### config.mk
export PLATFORM = sky130hd
export DESIGN_NAME = kpc_port
export DESIGN_NICKNAME = d
export VERILOG_FILES = /design/src/rtl/kpc_pkg.sv /design/src/rtl/kpc_port.sv /design/src/rtl/kpc_sync.sv
export VERILOG_INCLUDE_DIRS = /design/src /design/src/rtl
export SDC_FILE = /design/constraint.sdc
export NUM_CORES = 1
export LEC_CHECK = 0
export ABC_AREA = 1
export BUFFER_PORTS_ARGS = -buffer_cell sky130_fd_sc_hd__buf_2
export CAP_MARGIN = 20
export CORE_MARGIN = 2
export CORE_UTILIZATION = 50
export CTS_BUF_LIST = sky130_fd_sc_hd__clkbuf_2 sky130_fd_sc_hd__clkbuf_4 sky130_fd_sc_hd__clkbuf_8
export CTS_CLUSTER_SIZE = 12
export DETAILED_ROUTE_END_ITERATION = 10
export PLACE_DENSITY = 0.83
export SLEW_MARGIN = 20
export SYNTH_ARGS = -nofsm -noshare
export SYNTH_HDL_FRONTEND = slang
export SYNTH_SLANG_ARGS = --single-unit
### constraint.sdc
create_clock -name REF_CLK -period 1.2 [get_ports REF_CLK]
set_input_delay 0.12 -clock REF_CLK [delete_from_list [all_inputs] [get_ports REF_CLK]]
set_output_delay 0.12 -clock REF_CLK [all_outputs]
set_load 0.005 [all_outputs]
### src/rtl/kpc_defs.svh
// Register addresses, banks, field positions and reset values of the keypad port.
`ifndef KPC_DEFS_SVH
`define KPC_DEFS_SVH

// ----------------------------------------------------------------------
// Widths
// ----------------------------------------------------------------------
`define KPC_PORT_W        8
`define KPC_ADDR_W        8
`define KPC_BANK_W        4

// ----------------------------------------------------------------------
// Register addresses and banks
// ----------------------------------------------------------------------
`define KPC_ADDR_PORT_A_WITH_PULLUP_CTL    8'h10
`define KPC_ADDR_DIR      8'h11
`define KPC_ADDR_LATCH    8'h12
`define KPC_ADDR_FLAGS    8'h16
`define KPC_ADDR_ENABLES  8'h17
`define KPC_BANK_PORT     4'h0
`define KPC_BANK_IRQ      4'h1

// ----------------------------------------------------------------------
// Field positions
// ----------------------------------------------------------------------
`define KPC_PULLUP_BIT    7
`define KPC_CHANGE_BIT    7
`define KPC_CAP_ONE_BIT   0
`define KPC_CAP_TWO_BIT   1
`define KPC_PWM_ONE_BIT   2
`define KPC_PWM_TWO_BIT   3
`define KPC_TIMER_ONE_TWO_EXT_CLOCK_BIT    4
`define KPC_TIMER_THREE_EXT_CLOCK_BIT     5

// ----------------------------------------------------------------------
// Reset values
// ----------------------------------------------------------------------
`define KPC_RST_DIR       8'hff
`define KPC_RST_LATCH     8'h00
`define KPC_RST_FLAGS     8'h02
`define KPC_RST_ENABLES   8'h00
`define KPC_RST_ZERO      8'h00
`define KPC_RST_PULLUP    1'b0

`endif

### src/rtl/kpc_pkg.sv
// Types shared by the keypad port modules.
package kpc_pkg;

   typedef logic [7:0] kpc_byte_t;

   typedef enum logic [2:0] {
      KPC_SEL_NONE,
      KPC_SEL_PORT_A_WITH_PULLUP_CTL,
      KPC_SEL_DIR,
      KPC_SEL_LATCH,
      KPC_SEL_FLAGS,
      KPC_SEL_ENABLES
   } kpc_sel_e;

endpackage

### src/rtl/kpc_port.sv
// Eight-pin keypad port with pull-ups, change detection and pin sharing.
`include "kpc_defs.svh"

module kpc_port
   import kpc_pkg::*;
(
   // Clock and reset
   input  wire logic                    REF_CLK,
   input  wire logic                    ARST_N,
   // Core register file access
   input  wire logic [`KPC_ADDR_W-1:0]  REG_ADDR,
   input  wire logic [`KPC_BANK_W-1:0]  BANK_SELECT,
   input  wire logic                    REG_WR,
   input  wire logic                    REG_RD,
   input  wire logic [`KPC_PORT_W-1:0]  REG_WDATA,
   output logic      [`KPC_PORT_W-1:0]  REG_RDATA,
   output logic                         REG_RVALID,
   // Keypad pins
   input  wire logic [`KPC_PORT_W-1:0]  KEYPAD_PINS_I,
   output logic      [`KPC_PORT_W-1:0]  KEYPAD_PINS_O,
   output logic      [`KPC_PORT_W-1:0]  KEYPAD_PINS_OE,
   output logic      [`KPC_PORT_W-1:0]  KEYPAD_PULLUP_EN,
   // Shared peripheral functions
   input  wire logic                    PWM_ONE_ON,
   input  wire logic                    PWM_TWO_ON,
   input  wire logic                    PWM_OUT_ONE,
   input  wire logic                    PWM_OUT_TWO,
   output logic                         CAPTURE_IN_ONE,
   output logic                         CAPTURE_IN_TWO,
   output logic                         TIMER_ONE_TWO_EXT_CLOCK,
   output logic                         TIMER_THREE_EXT_CLOCK,
   // Change interrupt and wake
   output logic                         CHANGE_FLAG,
   output logic                         CHANGE_IRQ,
   output logic                         CHANGE_WAKE
);

   // ----------------------------------------------------------------------
   // Storage
   // ----------------------------------------------------------------------
   logic                    pullup_disable_n_q;
   logic                    pullup_disable_n_d;
   kpc_byte_t               keypad_direction_q;
   kpc_byte_t               keypad_direction_d;
   kpc_byte_t               keypad_port_q;
   kpc_byte_t               keypad_port_d;
   logic                    change_flag_q;
   logic                    change_flag_d;
   logic [6:0]              flags_other_q;
   logic [6:0]              flags_other_d;
   kpc_byte_t               periph_irq_enables_q;
   kpc_byte_t               periph_irq_enables_d;
   kpc_byte_t               pins_sync;
   kpc_byte_t               mismatch;
   kpc_byte_t               pin_o_d;
   kpc_byte_t               pin_oe_d;
   kpc_byte_t               rdata_d;
   kpc_sel_e                sel;
   logic                    change_irq_enable;

   // The flag register reset value covers both the change flag and the
   // plain storage bits beside it.
   localparam kpc_byte_t    flags_rst = `KPC_RST_FLAGS;

   // ----------------------------------------------------------------------
   // Pin synchroniser
   // ----------------------------------------------------------------------
   // sync pin levels
   kpc_sync #(
      .WIDTH (`KPC_PORT_W)
   ) u_pin_sync (
      .clk    (REF_CLK),
      .arst_n (ARST_N),
      .d      (KEYPAD_PINS_I),
      .q      (pins_sync)
   );

   // ----------------------------------------------------------------------
   // Address decode
   // ----------------------------------------------------------------------
   // bank qualified decode
   always_comb begin
      sel = KPC_SEL_NONE;
      if (BANK_SELECT == `KPC_BANK_PORT) begin
         case (REG_ADDR)
            `KPC_ADDR_PORT_A_WITH_PULLUP_CTL: sel = KPC_SEL_PORT_A_WITH_PULLUP_CTL;
            `KPC_ADDR_DIR:   sel = KPC_SEL_DIR;
            `KPC_ADDR_LATCH: sel = KPC_SEL_LATCH;
            default:         sel = KPC_SEL_NONE;
         endcase
      end else if (BANK_SELECT == `KPC_BANK_IRQ) begin
         case (REG_ADDR)
            `KPC_ADDR_FLAGS:   sel = KPC_SEL_FLAGS;
            `KPC_ADDR_ENABLES: sel = KPC_SEL_ENABLES;
            default:           sel = KPC_SEL_NONE;
         endcase
      end
   end

   // ----------------------------------------------------------------------
   // Pull-up control bit
   // ----------------------------------------------------------------------
   // shared pull-up control
   always_comb begin
      pullup_disable_n_d = pullup_disable_n_q;
      if (REG_WR && sel == KPC_SEL_PORT_A_WITH_PULLUP_CTL) begin
         pullup_disable_n_d = REG_WDATA[`KPC_PULLUP_BIT];
      end
   end

   always_ff @(posedge REF_CLK or negedge ARST_N) begin
      if (!ARST_N) begin
         pullup_disable_n_q <= `KPC_RST_PULLUP;
      end else begin
         pullup_disable_n_q <= pullup_disable_n_d;
      end
   end

   // ----------------------------------------------------------------------
   // Direction register
   // ----------------------------------------------------------------------
   // one selects input
   always_comb begin
      keypad_direction_d = keypad_direction_q;
      if (REG_WR && sel == KPC_SEL_DIR) begin
         keypad_direction_d = REG_WDATA;
      end
   end

   always_ff @(posedge REF_CLK or negedge ARST_N) begin
      if (!ARST_N) begin
         keypad_direction_q <= `KPC_RST_DIR;
      end else begin
         keypad_direction_q <= keypad_direction_d;
      end
   end

   // ----------------------------------------------------------------------
   // Output latch
   // ----------------------------------------------------------------------
   // latch written regardless
   always_comb begin
      keypad_port_d = keypad_port_q;
      if (REG_WR && sel == KPC_SEL_LATCH) begin
         keypad_port_d = REG_WDATA;
      end
   end

   // The latch powers up cleared so the pins never drive an unknown level.
   always_ff @(posedge REF_CLK or negedge ARST_N) begin
      if (!ARST_N) begin
         keypad_port_q <= `KPC_RST_LATCH;
      end else begin
         keypad_port_q <= keypad_port_d;
      end
   end

   // ----------------------------------------------------------------------
   // Pin drivers and pull-ups
   // ----------------------------------------------------------------------
   // drive outputs from latch
   always_comb begin
      pin_o_d  = keypad_port_q;
      pin_oe_d = ~keypad_direction_q;
      if (PWM_ONE_ON) begin
         pin_o_d[`KPC_PWM_ONE_BIT]  = PWM_OUT_ONE;
         pin_oe_d[`KPC_PWM_ONE_BIT] = 1'b1;
      end
      if (PWM_TWO_ON) begin
         pin_o_d[`KPC_PWM_TWO_BIT]  = PWM_OUT_TWO;
         pin_oe_d[`KPC_PWM_TWO_BIT] = 1'b1;
      end
   end

   always_ff @(posedge REF_CLK or negedge ARST_N) begin
      if (!ARST_N) begin
         KEYPAD_PINS_O  <= `KPC_RST_ZERO;
         KEYPAD_PINS_OE <= `KPC_RST_ZERO;
      end else begin
         KEYPAD_PINS_O  <= pin_o_d;
         KEYPAD_PINS_OE <= pin_oe_d;
      end
   end

   always_ff @(posedge REF_CLK or negedge ARST_N) begin
      if (!ARST_N) begin
         KEYPAD_PULLUP_EN <= `KPC_RST_ZERO;
      end else begin
         KEYPAD_PULLUP_EN <= {`KPC_PORT_W{~pullup_disable_n_q}} & ~pin_oe_d;
      end
   end

   // ----------------------------------------------------------------------
   // Change detection
   // ----------------------------------------------------------------------
   // mask output pins
   assign mismatch = keypad_direction_q & (pins_sync ^ keypad_port_q);

   // A set in the same cycle as a software clear wins, so an ongoing
   // mismatch can never be cleared away.
   // OR sets change flag
   always_comb begin
      change_flag_d = change_flag_q;
      if (REG_WR && sel == KPC_SEL_FLAGS) begin
         change_flag_d = REG_WDATA[`KPC_CHANGE_BIT];
      end
      if (|mismatch) begin
         change_flag_d = 1'b1;
      end
   end

   always_ff @(posedge REF_CLK or negedge ARST_N) begin
      if (!ARST_N) begin
         change_flag_q <= flags_rst[`KPC_CHANGE_BIT];
      end else begin
         change_flag_q <= change_flag_d;
      end
   end

   // ----------------------------------------------------------------------
   // Flag and enable registers
   // ----------------------------------------------------------------------
   // The other flag bits belong to neighbouring peripherals; here they
   // are plain storage so the register reads back as written.
   always_comb begin
      flags_other_d        = flags_other_q;
      periph_irq_enables_d = periph_irq_enables_q;
      if (REG_WR && sel == KPC_SEL_FLAGS) begin
         flags_other_d = REG_WDATA[6:0];
      end
      if (REG_WR && sel == KPC_SEL_ENABLES) begin
         periph_irq_enables_d = REG_WDATA;
      end
   end

   always_ff @(posedge REF_CLK or negedge ARST_N) begin
      if (!ARST_N) begin
         flags_other_q        <= flags_rst[6:0];
         periph_irq_enables_q <= `KPC_RST_ENABLES;
      end else begin
         flags_other_q        <= flags_other_d;
         periph_irq_enables_q <= periph_irq_enables_d;
      end
   end

   assign change_irq_enable = periph_irq_enables_q[`KPC_CHANGE_BIT];

   // ----------------------------------------------------------------------
   // Interrupt and wake outputs
   // ----------------------------------------------------------------------
   // wake on change
   always_ff @(posedge REF_CLK or negedge ARST_N) begin
      if (!ARST_N) begin
         CHANGE_FLAG <= 1'b0;
         CHANGE_IRQ  <= 1'b0;
         CHANGE_WAKE <= 1'b0;
      end else begin
         CHANGE_FLAG <= change_flag_d;
         CHANGE_IRQ  <= change_flag_d & change_irq_enable;
         CHANGE_WAKE <= change_flag_d & change_irq_enable;
      end
   end

   // ----------------------------------------------------------------------
   // Alternate input functions
   // ----------------------------------------------------------------------
   // Peripherals see the pin itself, so a pin set as output drives its
   // own capture or timer input.
   // capture inputs
   always_ff @(posedge REF_CLK or negedge ARST_N) begin
      if (!ARST_N) begin
         CAPTURE_IN_ONE          <= 1'b0;
         CAPTURE_IN_TWO          <= 1'b0;
         TIMER_ONE_TWO_EXT_CLOCK <= 1'b0;
         TIMER_THREE_EXT_CLOCK   <= 1'b0;
      end else begin
         CAPTURE_IN_ONE          <= pins_sync[`KPC_CAP_ONE_BIT];
         CAPTURE_IN_TWO          <= pins_sync[`KPC_CAP_TWO_BIT];
         TIMER_ONE_TWO_EXT_CLOCK <= pins_sync[`KPC_TIMER_ONE_TWO_EXT_CLOCK_BIT];
         TIMER_THREE_EXT_CLOCK   <= pins_sync[`KPC_TIMER_THREE_EXT_CLOCK_BIT];
      end
   end

   // ----------------------------------------------------------------------
   // Read path
   // ----------------------------------------------------------------------
   // Unused bits of the pull-up control register read as zero.
   // read pin levels
   always_comb begin
      rdata_d = `KPC_RST_ZERO;
      unique case (sel)
         KPC_SEL_PORT_A_WITH_PULLUP_CTL: begin
            rdata_d[`KPC_PULLUP_BIT] = pullup_disable_n_q;
         end
         KPC_SEL_DIR:     rdata_d = keypad_direction_q;
         KPC_SEL_LATCH:   rdata_d = pins_sync;
         KPC_SEL_FLAGS:   rdata_d = {change_flag_q, flags_other_q};
         KPC_SEL_ENABLES: rdata_d = periph_irq_enables_q;
         KPC_SEL_NONE:    rdata_d = `KPC_RST_ZERO;
      endcase
   end

   always_ff @(posedge REF_CLK or negedge ARST_N) begin
      if (!ARST_N) begin
         REG_RDATA  <= `KPC_RST_ZERO;
         REG_RVALID <= 1'b0;
      end else begin
         REG_RVALID <= REG_RD;
         if (REG_RD) begin
            REG_RDATA <= rdata_d;
         end
      end
   end

endmodule

### src/rtl/kpc_sync.sv
// Two flip-flop synchroniser for a group of asynchronous inputs.
module kpc_sync #(
   parameter int WIDTH = 8
) (
   // Clock and reset
   input  wire logic             clk,
   input  wire logic             arst_n,
   // Data
   input  wire logic [WIDTH-1:0] d,
   output logic      [WIDTH-1:0] q
);

   logic [WIDTH-1:0] meta_q;

   // The first stage feeds only the second stage.
   always_ff @(posedge clk or negedge arst_n) begin
      if (!arst_n) begin
         meta_q <= '0;
         q      <= '0;
      end else begin
         meta_q <= d;
         q      <= meta_q;
      end
   end

endmodule

Word level (Yosys, flattened, before mapping) --
Cells that the tools add are included. W data, S select, Z words.
Storage, ports and cells: word-level logic and storage cells 56, input port bits 36, output and inout port bits 40, bits in registers 87
Operators by class: reduce and logical (&&, ||, !) cells 8, muxes and demuxes 12, bitwise logic cells 7, eq/ne operators 11
Operators by type and width (number):
- $eq A8 B5 Y1 const B | 5
- $pmux W7 S4 | 1
- $and A8 B8 Y8 | 2
- $not A8 Y8 | 2
- $reduce_or A8 Y1 | 1
- $xor A8 B8 Y8 | 1
- $eq A3 B2 Y1 const B | 2
- $eq A3 B3 Y1 const B | 2
- $mux W1 | 6
- $mux W3 | 2
- $pmux W1 S6 | 1
- $pmux W2 S3 | 1
- $pmux W3 S2 | 1
- $logic_and A1 B1 Y1 | 5
- $eq A4 B1 Y1 const B | 1
- $logic_not A4 Y1 | 1
- $eq A3 B1 Y1 const B | 1
- $logic_not A3 Y1 | 1
- $and A1 B1 Y1 | 1
- $not A1 Y1 | 1

Logic depth before layout (Yosys ltp) --
word-level depth 9, depth in mapped cells 12

Modules after synthesis --
A second synthesis with hierarchy kept.
Unflattened totals: cell total of the unflattened synthesis 344, area total of the unflattened synthesis 3682.3 sq um
Modules (own cells, without submodules):
- kpc_port | cells an instance 328, instances 1, area an instance 3281.9 sq um
- kpc_sync | cells an instance 16, instances 1, area an instance 400.4 sq um

Least setup slack after synthesis --
No wires, ideal clock.
kind input-to-reg, start point input BANK_SELECT[2], end point register keypad_port_q[6], data arrival time 1.050 ns, setup slack 0.030 ns, cell stages on the path 9, data required time 1.080 ns, library setup time 0.120 ns, path buffers 1, cell sequence inv_1 nand2_1 nor2_4 nand3_4 nor2_8 nand3_4 buf_6 nand2_2 o21ai_2
Between the ends: word-level cells in the longest chain between the ends 5, elaborated cells between the ends (all ways) 6, classes of those cells 2 x eq/ne; 2 x mux; 2 x reduce/logical
Ends and longest elaborated chain:
- from (decl) | RTL line kpc_port.sv:12 | input wire logic [`KPC_BANK_W-1:0] BANK_SELECT,
- $eq A4 B1 Y1 (no source line)
- $mux W3 | RTL line kpc_port.sv:91 | end else if (BANK_SELECT == `KPC_BANK_IRQ) begin
- $mux W3 * | RTL line kpc_port.sv:84 | if (BANK_SELECT == `KPC_BANK_PORT) begin
- $eq A3 B2 Y1 * | RTL line kpc_port.sv:144 | if (REG_WR && sel == KPC_SEL_LATCH) begin
- $logic_and A1 B1 Y1 * | RTL line kpc_port.sv:144
- to (signal assigned) | RTL line kpc_port.sv:152 | keypad_port_q <= `KPC_RST_LATCH;
- to (signal assigned) | RTL line kpc_port.sv:154 | keypad_port_q <= keypad_port_d;
- to (decl) | RTL line kpc_port.sv:45 | kpc_byte_t keypad_port_q;
Mark *: on every way between the ends. The rest lies on a longest branch, timed or not. A chain may end at the register's enable or synchronous reset.

Worst setup path after layout --
start point register keypad_port_q[4], end point register CHANGE_WAKE
Between the ends: word-level cells in the longest chain between the ends 5
Ends and longest elaborated chain:
- $xor A8 B8 Y8 | RTL line kpc_port.sv:197 | assign mismatch = keypad_direction_q & (pins_sync ^ keypad_port_q);
- $and A8 B8 Y8 | RTL line kpc_port.sv:197
- $reduce_or A8 Y1 | RTL line kpc_port.sv:207 | if (|mismatch) begin
- $mux W1 | RTL line kpc_port.sv:207
- via change_flag_d | RTL line kpc_port.sv:48 | logic change_flag_d;
- $and A1 B1 Y1 | RTL line kpc_port.sv:260 | CHANGE_WAKE <= change_flag_d & change_irq_enable;
- to (signal assigned) | RTL line kpc_port.sv:260
- to (decl) | RTL line kpc_port.sv:35 | output logic CHANGE_WAKE
The timed path passes the listed nets, and every way through them passes these cells.

==> out/metrics.yaml <==
setup_path:
  start_kind: "flop"
  crit_path_end_kind: "flop"
  critical_path_arrival_ns: 1.50
  crit_fanout: 4
  crit_type: "reg -> reg"
  r2r_cells: 8
  worst-r2r-setup-slack_ns: -0.04
  critPathRequiredTime_ns: 1.46
route:
  drtAntennaViolNets: 0
  vias_per_cell: 5.03
  drt_iter0_drc: 123
  vias: 3056
  wl_um: 8750
  drc: 0
  routedWlPerCell_um: 14.4
  dr.pass1.iters: 4
die:
  core-area_um2: 7140
  rows: 31
  die_area_um2: 7960
  die_h_um: 89.2
  ios: 76
  die_w_um: 89.2
  initial_core_util_pct: 50.9
synth:
  yosysTopAreaCell: "dfrtp_1"
  ys_seq_area_share_pct: 60.2
  ys_types: 33
  netlist_area_um2: 3630
  synth_seq_cells: 87
  synth_fp_nets: 392
  yosysWarnings: 0
  avgSynthCellArea_um2: 10.2
  synth_area_leaders: "dfrtp_1 (54%), nand2_1 (8.6%), dfstp_2 (6.5%), o21ai_2 (4.1%), nand3_1 (3.4%)"
  synth.top_cell.area_share_pct: 53.7
  synth_cells: 356
cells_and_area:
  mostFrequentLayoutCell: "nand2_1"
  mostFrequentLayoutCells: "nand2_1 (83), dfrtp_1 (78), buf_2 (74), buf_4 (51), inv_1 (32)"
  syn_to_final_growth_pct: 34.5
  drive_above_1_share_pct: 43.1
  fin_nets: 539
  diodes: 0
  fin_cells: 607
  final_cell_area_um2: 4880
status:
  violations: "negative setup slack"
  outcome: "finished, violations left"
grt:
  overflow: 0
  grt_pass1_vias: 3095
  grt_usage_pct: 23.2
  grt_max_degree: 28
  grt_antenna_before_repair: 0
  grt_pass1_wl_um: 13800
placed_design:
  place.gp.congestion: 0.888
  place_area_um2: 4490
  dpl.cell_count: 573
  place_ws_ns: -0.240
  io_buffers: 75
  hpwl_um: 6050
pwr:
  p_switching_uw: 1280
  switching_share_pct: 24.6
  p_leak_uw: 0.00250
  power.internal_uw: 3930
  power.density_nw_per_um2: 1070
  p_clk_share_pct: 34.8
  seqPwrFrac_pct: 57.6
  combPwrFrac_pct: 7.5
  ir_drop_mv: 0.906
timing:
  period_minus_slack_ns: 1.24
  fin_setup_tns_ns: -0.0439
  finalSetupViolations: 1
  rsz0062_at_grt: "true"
  fin_crit_sh_pct: 104
  finalHoldViolations: 0
  drv_slew: 0
  maxSlewHeadroom_pct: 73.8
  setup_slack_ns: -0.0439
  finClkSkew_ns: 0.00978
  worstMarginPinSlew_ns: 0.393
  max_freq_ghz: 0.804
cts:
  clk_path_buf_depth: 2
  root_buffer: "clkbuf_8"
  cts_tree: "yes"
  cts_sinks: 87
  insertion_delay_ns: 0.36
  path_clk_slew_ns: 0.09
  htree_num_levels: 3
  numCtsBuffers: 9
hold_path:
  hold_path_depth: 3
  hold_path_class: "in -> reg"
flow_run:
  maxCapViolCount: 0
==> area by class of cell <==
cell class	count	area [µm²]
repair buffers	143	973
clock buffers	10	131
fillers	515	2250
inverters	39	146
flip-flops and latches	87	2190
multi-input cells	223	1280
clock inverters	6	45.0
well taps	99	124
==> synthesized netlist by cell type (all sizes together) <==
cell type and number:
nand2 93, dfrtp 78, o21ai 45, inv 37
nor2 33, nand3 30, dfstp 9, a21oi 6
buf 6, nand4 5, o22ai 3, or2 3
clkinv 2, mux2 2, a21o 1, clkbuf 1
nand3b 1, nor3 1
==> critical path, stage by stage, from the launching register on <==
cell and delay [ns]:
dfrtp_1 0.42, nor2_1 0.13, nor2_1 0.05, nand2_1 0.07, nand4_1 0.12, nor2_2 0.15
nand3_2 0.09, nand2_1 0.07, inv_1 0.03
==> state kept, by name, summed over array words and instances (netlist names) <==
register and cells:
CAPTURE_IN_TWO 1, KEYPAD_PINS_OE 8, KEYPAD_PINS_O 8, pullup_disable_n_q 1
CHANGE_FLAG 1, flags_other_q 7, KEYPAD_PULLUP_EN 8, CHANGE_WAKE 1
REG_RVALID 1, REG_RDATA 8, periph_irq_enables_q 8, TIMER_ONE_TWO_EXT_CLOCK 1
keypad_port_q 8, CAPTURE_IN_ONE 1, keypad_direction_q 8, TIMER_THREE_EXT_CLOCK 1
u_pin_sync.meta_q 8, u_pin_sync.q 8
==> power by group through the flow <==
| stage | clock network, µW | logic [µW] | registers, µW |
|---|---|---|---|
| final | 1820 | 393 | 3010 |
| after global routing | 1950 | 432 | 3010 |
| after CTS | 1860 | 391 | 3010 |
| after detailed placement | 0 | 347 | 3060 |
| after global placement | 0 | 339 | 3060 |
| after floorplan | 0 | 110 | 3060 |
==> cells by family after synthesis <==
group	share of synthesized area, %
flip-flops	60.2
multiplexers	0.620
AO/OA/AOI/OAI	9.51
AND/OR/NAND/NOR	23.6
buffers and inverters	5.99
==> worst paths after layout <==
| check | to | from |
|---|---|---|
| setup / recovery | CHANGE_WAKE$_DFF_PN0_ | keypad_port_q[4]$_DFFE_PN0P_ |
| hold / removal | keypad_direction_q[2]$_DFFE_PN1P_ | REG_WDATA[2] |
| setup reg to reg | CHANGE_WAKE$_DFF_PN0_ | keypad_port_q[4]$_DFFE_PN0P_ |
| hold reg to reg | u_pin_sync.q[0]$_DFF_PN0_ | u_pin_sync.meta_q[0]$_DFF_PN0_ |
| max in group asynchronous | CHANGE_FLAG$_DFF_PN0_ | ARST_N |
| min in group asynchronous | KEYPAD_PINS_OE[1]$_DFF_PN0_ | ARST_N |
==> routing by layer <==
metal	up-vias	global-route usage (%)	part of all wire, %
met5	-	0	0
met2	103	40.3	54
met4	0	10.6	2.7
met3	21	5.63	4.7
li1	1450	-	-
met1	1482	27.2	39
==> through the flow <==
stage	hold WS, ns	utilization [%]	total power (µW)
finish	0.0634	68.4	5220
global route	0.0720	68.4	5390
CTS	0.0533	68.0	5250
detailed placement	0.0206	62.9	3410
global placement	0.0252	62.9	3400
floorplan	-0.176	-	3170
==> what timing repair did <==
action / in CTS / in global routing
hold endpoints to repair: 95 / 0
setup buffers: 2 / 2
hold buffers: 14 / 0
resized for setup: 15 / 5
pin swaps: 6 / 0
endpoints found under the setup margin: 2 / 5
(Power assumes the default switching activity.)
